## src/hdl/eog_pkg.sv

```systemverilog
// Contract
// host keeps sense select bits 7 and 6 at zero.
// bit 5 reverses channel 2 current, bit 4 channel 1; default off.
// bits 3..0 enable sensing on ch2 neg, ch2 pos, ch1 neg, ch1 pos.
// host ignores a status flag whose sense enable bit is clear.
// status bits 3..0 are read-only electrode flags, 1 means off.
// status bit 4 is read-only bias-drive flag, 1 means not connected.
// status bit 6 selects modulator divider, 0 by 4, 1 by 16.
// host writes 02h to misc control one at 09h.
// misc two bit 7 enables offset calibration, default off.
// misc two bit 1 selects internal bias reference, default external.
// io bits 3..2 set pin direction, 0 output, 1 input default.
// io data reads return real pin levels in either direction.
// io data write drives the pin only while it is an output.
// host writes io bits 7..4 as zero.
// select code 0110 routes bias input to positive, 0111 to negative.
// host does not measure on a channel carrying the bias input.
// electrode flags come from comparators powered by a separate enable.
// comparator outputs and pin levels are synchronised before reading.
package eog_pkg;
    localparam logic [7:0] ADDR_SENSE = 8'h07;
    localparam logic [7:0] ADDR_STATUS = 8'h08;
    localparam logic [7:0] ADDR_MISC_CONTROL_ONE = 8'h09;
    localparam logic [7:0] ADDR_MISC_CONTROL_TWO = 8'h0a;
    localparam logic [7:0] ADDR_GPIO = 8'h0b;
    localparam logic [7:0] SENSE_WMASK = 8'h3f;
    localparam logic [7:0] MISC_CONTROL_ONE_RESET = 8'h02;
    localparam logic [7:0] MISC_CONTROL_TWO_WMASK = 8'h82;
    localparam int BIT_CLK_DIV = 6;
    localparam int BIT_BIAS_FLAG = 4;
    localparam int BIT_CALIB = 7;
    localparam int BIT_REF_INT = 1;
    localparam int DIR_LSB = 2;
    localparam logic [1:0] DIR_RESET = 2'h3;
    localparam logic [3:0] SEL_BIAS_POS = 4'h6;
    localparam logic [3:0] SEL_BIAS_NEG = 4'h7;
    localparam int SYNC_LEN = 3;
endpackage

```

## src/hdl/eog_sync_if.sv

```systemverilog
`timescale 1ns/1ps
`default_nettype none
interface eog_sync_if;
    logic [6:0] raw;
    logic [6:0] clean;
    modport src (output raw, input clean);
    modport sync (input raw, output clean);
endinterface
`default_nettype wire

```

## src/hdl/eog_sync.sv

```systemverilog
`timescale 1ns/1ps
`default_nettype none
// three-stage sampler; a change is taken when stages two and three agree
module eog_sync (
    input wire logic sys_clk,
    input wire logic rst,
    input wire logic clk_en,
    eog_sync_if.sync s
);
    logic [6:0] st1, st2, st3, hold;
    logic [6:0] next_st1, next_st2, next_st3, next_hold;
    genvar i;
    generate
        for (i = 0; i < 7; i++) begin : g_bit
            always_comb begin
                next_st1[i] = s.raw[i];
                next_st2[i] = st1[i];
                next_st3[i] = st2[i];
                next_hold[i] = (st2[i] == st3[i]) ? st3[i] : hold[i];
            end
        end
    endgenerate
    always_ff @(posedge sys_clk) begin
        if (rst) begin
            st1 <= 7'h00;
            st2 <= 7'h00;
            st3 <= 7'h00;
            hold <= 7'h00;
        end else if (clk_en) begin
            st1 <= next_st1;
            st2 <= next_st2;
            st3 <= next_st3;
            hold <= next_hold;
        end
    end
    assign s.clean = hold;
endmodule
`default_nettype wire

```

## src/hdl/eog_route.sv

```systemverilog
`timescale 1ns/1ps
`default_nettype none
// decodes one channel's input select onto the bias-input switches
module eog_route (
    input wire logic [3:0] sel,
    output logic to_pos,
    output logic to_neg
);
    always_comb begin
        to_pos = (sel == eog_pkg::SEL_BIAS_POS);
        to_neg = (sel == eog_pkg::SEL_BIAS_NEG);
    end
endmodule
`default_nettype wire

```

## src/hdl/eog_regs.sv

```systemverilog
`timescale 1ns/1ps
`default_nettype none
module eog_regs (
    input wire logic sys_clk,
    input wire logic rst,
    input wire logic clk_en,
    input wire logic [7:0] addr,
    input wire logic [7:0] wdata,
    input wire logic wr,
    input wire logic rd,
    output logic [7:0] rdata,
    input wire logic [3:0] comp_off,
    input wire logic bias_comp_off,
    input wire logic comp_power,
    input wire logic [1:0] io_pin_in,
    output logic [1:0] io_pin_out,
    output logic [1:0] io_pin_oe,
    input wire logic [3:0] ch1_input_select,
    input wire logic [3:0] ch2_input_select,
    output logic [1:0] current_reverse,
    output logic [3:0] sense_enable,
    output logic clk_div16,
    output logic offset_calibration_enable,
    output logic bias_reference_internal,
    output logic [1:0] bias_to_pos,
    output logic [1:0] bias_to_neg
);
    // ======================================================
    // input sampling
    eog_sync_if sif();
    assign sif.raw = {io_pin_in, bias_comp_off, comp_off};
    eog_sync u_sync (
        .sys_clk(sys_clk),
        .rst(rst),
        .clk_en(clk_en),
        .s(sif.sync)
    );
    logic [3:0] flags_s;
    logic bias_s;
    logic [1:0] pins_s;
    assign flags_s = sif.clean[3:0];
    assign bias_s = sif.clean[4];
    assign pins_s = sif.clean[6:5];

    // ======================================================
    // bias input routing
    logic [1:0] rt_pos, rt_neg;
    eog_route u_r1 (.sel(ch1_input_select), .to_pos(rt_pos[0]), .to_neg(rt_neg[0]));
    eog_route u_r2 (.sel(ch2_input_select), .to_pos(rt_pos[1]), .to_neg(rt_neg[1]));

    // ======================================================
    // registers
    logic [7:0] sense, misc_control_one, misc_control_two;
    logic div_sel;
    logic [1:0] dir, dout;
    logic [7:0] next_sense, next_misc_control_one, next_misc_control_two;
    logic next_div_sel;
    logic [1:0] next_dir, next_dout;
    logic [7:0] next_rdata;
    logic [3:0] flags_q, next_flags_q;
    logic bias_q, next_bias_q;

    always_comb begin
        next_sense = sense;
        next_misc_control_one = misc_control_one;
        next_misc_control_two = misc_control_two;
        next_div_sel = div_sel;
        next_dir = dir;
        next_dout = dout;
        // comparators powered down read as connected
        next_flags_q = comp_power ? flags_s : 4'h0;
        next_bias_q = comp_power ? bias_s : 1'b0;
        if (wr) begin
            case (addr)
                eog_pkg::ADDR_SENSE: next_sense = wdata & eog_pkg::SENSE_WMASK;
                eog_pkg::ADDR_STATUS: next_div_sel = wdata[eog_pkg::BIT_CLK_DIV];
                eog_pkg::ADDR_MISC_CONTROL_ONE: next_misc_control_one = wdata;
                eog_pkg::ADDR_MISC_CONTROL_TWO: next_misc_control_two = wdata & eog_pkg::MISC_CONTROL_TWO_WMASK;
                eog_pkg::ADDR_GPIO: begin
                    next_dir = wdata[eog_pkg::DIR_LSB +: 2];
                    // latch always, but only an output pin shows it
                    next_dout = wdata[1:0];
                end
                default: ;
            endcase
        end
        next_rdata = 8'h00;
        if (rd) begin
            case (addr)
                eog_pkg::ADDR_SENSE: next_rdata = sense;
                eog_pkg::ADDR_STATUS: begin
                    next_rdata[3:0] = flags_q;
                    next_rdata[eog_pkg::BIT_BIAS_FLAG] = bias_q;
                    next_rdata[eog_pkg::BIT_CLK_DIV] = div_sel;
                end
                eog_pkg::ADDR_MISC_CONTROL_ONE: next_rdata = misc_control_one;
                eog_pkg::ADDR_MISC_CONTROL_TWO: next_rdata = misc_control_two;
                eog_pkg::ADDR_GPIO: next_rdata = {4'h0, dir, pins_s};
                default: next_rdata = 8'h00;
            endcase
        end
    end

    always_ff @(posedge sys_clk) begin
        if (rst) begin
            sense <= 8'h00;
            misc_control_one <= eog_pkg::MISC_CONTROL_ONE_RESET;
            misc_control_two <= 8'h00;
            div_sel <= 1'b0;
            dir <= eog_pkg::DIR_RESET;
            dout <= 2'h0;
            rdata <= 8'h00;
            flags_q <= 4'h0;
            bias_q <= 1'b0;
        end else if (clk_en) begin
            sense <= next_sense;
            misc_control_one <= next_misc_control_one;
            misc_control_two <= next_misc_control_two;
            div_sel <= next_div_sel;
            dir <= next_dir;
            dout <= next_dout;
            rdata <= next_rdata;
            flags_q <= next_flags_q;
            bias_q <= next_bias_q;
        end
    end

    // ======================================================
    // registered outputs
    logic [1:0] next_pin_out, next_pin_oe, next_rev, next_bpos, next_bneg;
    logic [3:0] next_sen;
    logic next_div16, next_cal, next_ref;
    always_comb begin
        next_pin_oe = ~next_dir;
        next_pin_out = next_dout & ~next_dir;
        next_rev = next_sense[5:4];
        next_sen = next_sense[3:0];
        next_div16 = next_div_sel;
        next_cal = next_misc_control_two[eog_pkg::BIT_CALIB];
        next_ref = next_misc_control_two[eog_pkg::BIT_REF_INT];
        next_bpos = rt_pos;
        next_bneg = rt_neg;
    end
    always_ff @(posedge sys_clk) begin
        if (rst) begin
            io_pin_oe <= 2'h0;
            io_pin_out <= 2'h0;
            current_reverse <= 2'h0;
            sense_enable <= 4'h0;
            clk_div16 <= 1'b0;
            offset_calibration_enable <= 1'b0;
            bias_reference_internal <= 1'b0;
            bias_to_pos <= 2'h0;
            bias_to_neg <= 2'h0;
        end else if (clk_en) begin
            io_pin_oe <= next_pin_oe;
            io_pin_out <= next_pin_out;
            current_reverse <= next_rev;
            sense_enable <= next_sen;
            clk_div16 <= next_div16;
            offset_calibration_enable <= next_cal;
            bias_reference_internal <= next_ref;
            bias_to_pos <= next_bpos;
            bias_to_neg <= next_bneg;
        end
    end
endmodule
`default_nettype wire

```

## config.mk

```make
export PLATFORM = sky130hd
export DESIGN_NAME = eog_regs
export DESIGN_NICKNAME = d
export VERILOG_FILES = /design/src/hdl/eog_pkg.sv /design/src/hdl/eog_sync_if.sv /design/src/hdl/eog_sync.sv /design/src/hdl/eog_route.sv /design/src/hdl/eog_regs.sv
export SDC_FILE = /design/constraint.sdc
export NUM_CORES = 1
export LEC_CHECK = 0
export BUFFER_PORTS_ARGS = -buffer_cell sky130_fd_sc_hd__buf_2
export CAP_MARGIN = 25
export CORE_UTILIZATION = 25
export DETAILED_ROUTE_END_ITERATION = 8
export PLACE_DENSITY = 0.54
export SLEW_MARGIN = 20
export SYNTH_ARGS = -nofsm -noshare
export SYNTH_HDL_FRONTEND = slang
export SYNTH_SLANG_ARGS = --single-unit
```

## constraint.sdc

```tcl
create_clock -name sys_clk -period 5.4 [get_ports sys_clk]
set_clock_uncertainty 0.1 [all_clocks]
set_input_delay 0.81 -clock sys_clk [delete_from_list [all_inputs] [get_ports sys_clk]]
set_output_delay 0.81 -clock sys_clk [all_outputs]
set_load 0.01 [all_outputs]
```

# After elaboration in Yosys (flattened, before gate mapping)
# Cells that the tools add are included.
# op_classes
n_eq_ne,16
bitwise,2
reduce_logical,9
muxes,17
# ops
op,count
"equality test 8 x 4 -> 1 bit, second input constant",4
one-hot mux 5 bit (5 select lines),1
two-way mux 8 bit,3
"equality test 4 x 3 -> 1 bit, second input constant",4
AND reduction 2 bit,7
two-way mux 6 bit,2
"equality test 8 x 3 -> 1 bit, second input constant",1
two-way mux 2 bit,4
equality test 1 bit,7
one-hot mux 1 bit (2 select lines),3
AND reduction 3 bit,2
two-way mux 4 bit,1
two-way mux 1 bit,3
AND 2 bit,1
NOT 2 bit,1
# word_totals
word_cells,71
reg_bits,78

# Logic depth before layout (Yosys ltp)
# depth
word_depth,5
mapped_depth,6
ltp_nobuf,4

# Cells and area by module
# Synthesis repeated with hierarchy kept, for this count alone.
# unflattened
cells_unflattened,315
area_unflattened_um2,3103.0
# by_module_without_submodules
mod,area_per_inst_um2,cells_each,n_inst,seq_area_each_um2
eog_regs,1898.1,199,1,840.8
eog_sync,1157.4,112,1,560.5
eog_route,23.8,2,2,0.0

# Worst setup path before layout
# No wires, ideal clock.
# synth_path
path_type,input port to flip-flop
from,input port addr[7]
to,register misc_control_one[1]
arrival_time_ns,2.382
required_ns,5.180
stages,5
setup_slack_ns,2.798
path_cell_list,or4_4 -> buf_6 -> nor4_4 -> nor2b_1 -> a211o_1
# synth_via
elab_chain_cells,2
# synth_rtl
element,line_no,text
from (decl),eog_regs.sv:7,"input wire logic [7:0] addr,"
equality test 8 x 4 -> 1 bit,eog_regs.sv:74,case (addr)
AND reduction 3 bit (no line),-,
to (signal assigned),eog_regs.sv:107,misc_control_one <= eog_pkg::MISC_CONTROL_ONE_RESET;
to (signal assigned),eog_regs.sv:117,misc_control_one <= next_misc_control_one;
to (decl),eog_regs.sv:53,"logic [7:0] sense, misc_control_one, misc_control_two;"
# No other way between the ends.
# A chain may end at the register's enable or synchronous reset.

# Worst setup path in the final report
# layout_path
from,input port clk_en
to,register misc_control_one[1]
# layout_via
elab_chain_cells,1
# layout_rtl
element,line_no,text
from (decl),eog_regs.sv:6,"input wire logic clk_en,"
AND reduction 3 bit (no line),-,
# No other way between the ends.

==> metrics.txt <==
status=finished clean; Worst Path Buf+Inv=2; Post-Syn Nets=352; worst path required time=5510 ps; type of the worst setup path=input port to flop; Yosys cell types=30; FMAX=373 MHz; initial antenna violation count=1; Int Pwr=870 uW; setup_tns=0 ps; final wirelength=7.21 mm; number of hold buffers added after cts=0; post-CTS setup buffers=0; TritonCTS clock tree=yes; utilization after layout=31.8%; Max-Cap Viols=0; first-pass GRT wire length=11.6 mm; Slew @ Worst Pin=766 ps; total CTS buffers=9; 1st-pass router iterations=4; Post-Syn Area per Cell=9.30 sq um; Slew Limit Headroom=48.9%; P per Cell Area=312 nW/um^2; Die Width=110 um; clk sinks=70; pre-CTS setup slack=2360 ps; Sw Pwr=263 uW; Arr. time, crit path=2790 ps; DR DRC count=0; Initial Utilization=25.7%; Yosys reg bits=70; r2r endpoint=rdata[7]; drt wl/cell=13.9 um; pin count of the biggest net entering global routing=67; slowest stage delay, CP=580 ps; leading area contributor after synthesis=dfxtp_1; Sw Share=23.2%; RR Startpoint=misc_control_one[7]; placeable core area=11,400 sq um; Synth Warn #=0; crit end category=flop; crit-path leading delay family=simple AND/OR/NAND/NOR gates; Final Critical Period=2680 ps; Area growth syn-to-layout=23.8%; Worst Setup EP=misc_control_one[1]; vias post-DR=2,397; # port buffers=61; Comb power frac=5.9%; root buf cell=clkbuf_16; CP Launch Type=input port; Core Rows=39; Pins Over Slew Limit=0; Clock Tree Buf Depth=2; crit path launch=clk_en; routability cong.=0.746; CP Max Fanout=25; Worst Reg-to-Reg Cells=4; clock latency on the worst-skew pair=330 ps; vias in the first global route=2,359; DR vias/cell=4.63; hpwl dp=4.96 mm; post_cts resized=0; H-tree depth=3; # setup viols final=0; total power=1130 uW; Clock Pin Slew Worst Setup and Hold Paths=50 ps; FILL cells=1,219; Flop pwr share=46.5%; Final Hold Viols=0; register area share after synthesis=47.8%; n_diodes=0; Cell Chain, Critical Path=buf_2 -> buf_4 -> nand3_1 -> nor4_4 -> nor2b_1 -> a211o_1; antenna-violating nets left=0; Post-synth ARST share=0%; most frequent cells after synthesis=dfxtp_1 (70), nor2_1 (46), mux2i_1 (45); GRT Total Usage=12.6%; Mapped Cells=315; Crit. path cell count=6; die height=110 um; flop2flop setup slack=4110 ps; layout cells sized above 1=22.9%; Starting DRT DRC Count=137; cell area after synthesis=2930 sq um; gr ovfl total=0; nets=407; main area contributors after synthesis=dfxtp_1 (48%), mux2i_1 (15%), nor2_1 (5.9%); Max VDD drop=0.145 mV; io pins=62; period utilization=49.7%; part of the power in the clock network=47.6%; Post-synth EDFFs=0; Die ar.=12,200 sq um; minimum hold slack=360 ps; CP max-delay cell=nor4_4; top-area cell type share of the netlist area=47.8%; top_reg_cell synth=dfxtp_1; HP Class=flop to flop; final setup margin=2720 ps; Pleak=0.00150 uW; most common cell in the synthesized netlist=dfxtp_1; RSZ-0062 raised after global routing=no
layer usage:
metal | global-route usage [%] | wire (um) | share of wire, %
met1 | 16.3 | 3500 | 48
met2 | 19.5 | 3180 | 44
met3 | 4.23 | 438 | 6.1
met4 | 4.14 | 80 | 1.1
met5 | 0 | 10 | 0.14
power groups by stage:
stage               registers [uW]  logic, uW  clock network (uW)
floorplan                      537       40.4                   0
global placement               538       66.5                   0
detailed placement             538       67.8                   0
CTS                            527       68.1                 554
global route                   527       73.6                 574
finish                         527       67.2                 539
cell usage in the layout, fill, tap and decap left out, drive strengths merged:
cell and count:
clkbuf 11, nor2b 6, nor2 46, buf 63
o2bb2ai 3, or4 3, nor4 9, clkinv 4
mux2i 45, nand4b 4, a21oi 18, dfxtp 70
and3b 1, nand2b 4, nor3 3, a21o 7
a31oi 2, nand2 31, nand3b 4, clkinvlp 1
inv 6, a22oi 7, o21ai 12, a211o 5
nand3 9, o22ai 1
flip-flops by register name (all words and copies together) (netlist names), 4 cells and up:
| signal | cells |
|---|---|
| rdata | 8 |
| u_sync.next_st2 | 7 |
| misc_control_one | 8 |
| u_sync.st3 | 7 |
| u_sync.s.clean | 7 |
| u_sync.next_st3 | 7 |
| sense | 6 |
| flags_q | 4 |
through the flow:
| step | cells | instance area, sq um |
|---|---|---|
| 2_1_floorplan | 315 | 2930 |
| 3_3_place_gp | 502 | 3350 |
| 3_5_place_dp | 502 | 3350 |
| 4_1_cts | 518 | 3630 |
| 5_1_grt | 518 | 3630 |
| 6_report | 518 | 3630 |
final cells by class:
class                   count  area [sq um]  share of cell area, %
well taps                 143           179                   4.93
multi-input cells         220          1430                   39.3
inverters                   6          22.5                  0.621
flip-flops and latches     70          1400                   38.6
clock buffers              11           243                   6.69
clock inverters             5          35.0                  0.966
repair buffers             63           320                   8.83
cell families after synthesis:
| logic type | synth area share [%] |
|---|---|
| AOI/OAI and AO/OA | 12.0 |
| and+or+nand+nor | 21.3 |
| buffers and inverters | 3.50 |
| muxes | 15.4 |
| DFF | 47.8 |
worst min-delay path, cell delays in order, from the launching register on:
cell	delay (ps)
dfxtp_1	320
nand2_1	60
nand2_1	40
how the worst min path moves through the flow:
stage                        from           endpoint  cells past startpoint
5_1_grt        u_sync.next_st3[0]  u_sync.s.clean[0]                      2
3_5_place_dp             sense[2]           rdata[2]                      2
6_report                 sense[2]           rdata[2]                      2
3_3_place_gp             sense[0]           rdata[0]                      2
2_1_floorplan              bias_q             bias_q                      2
4_1_cts                  sense[2]           rdata[2]                      2
Note: power is estimated with default switching activity, not from simulation.
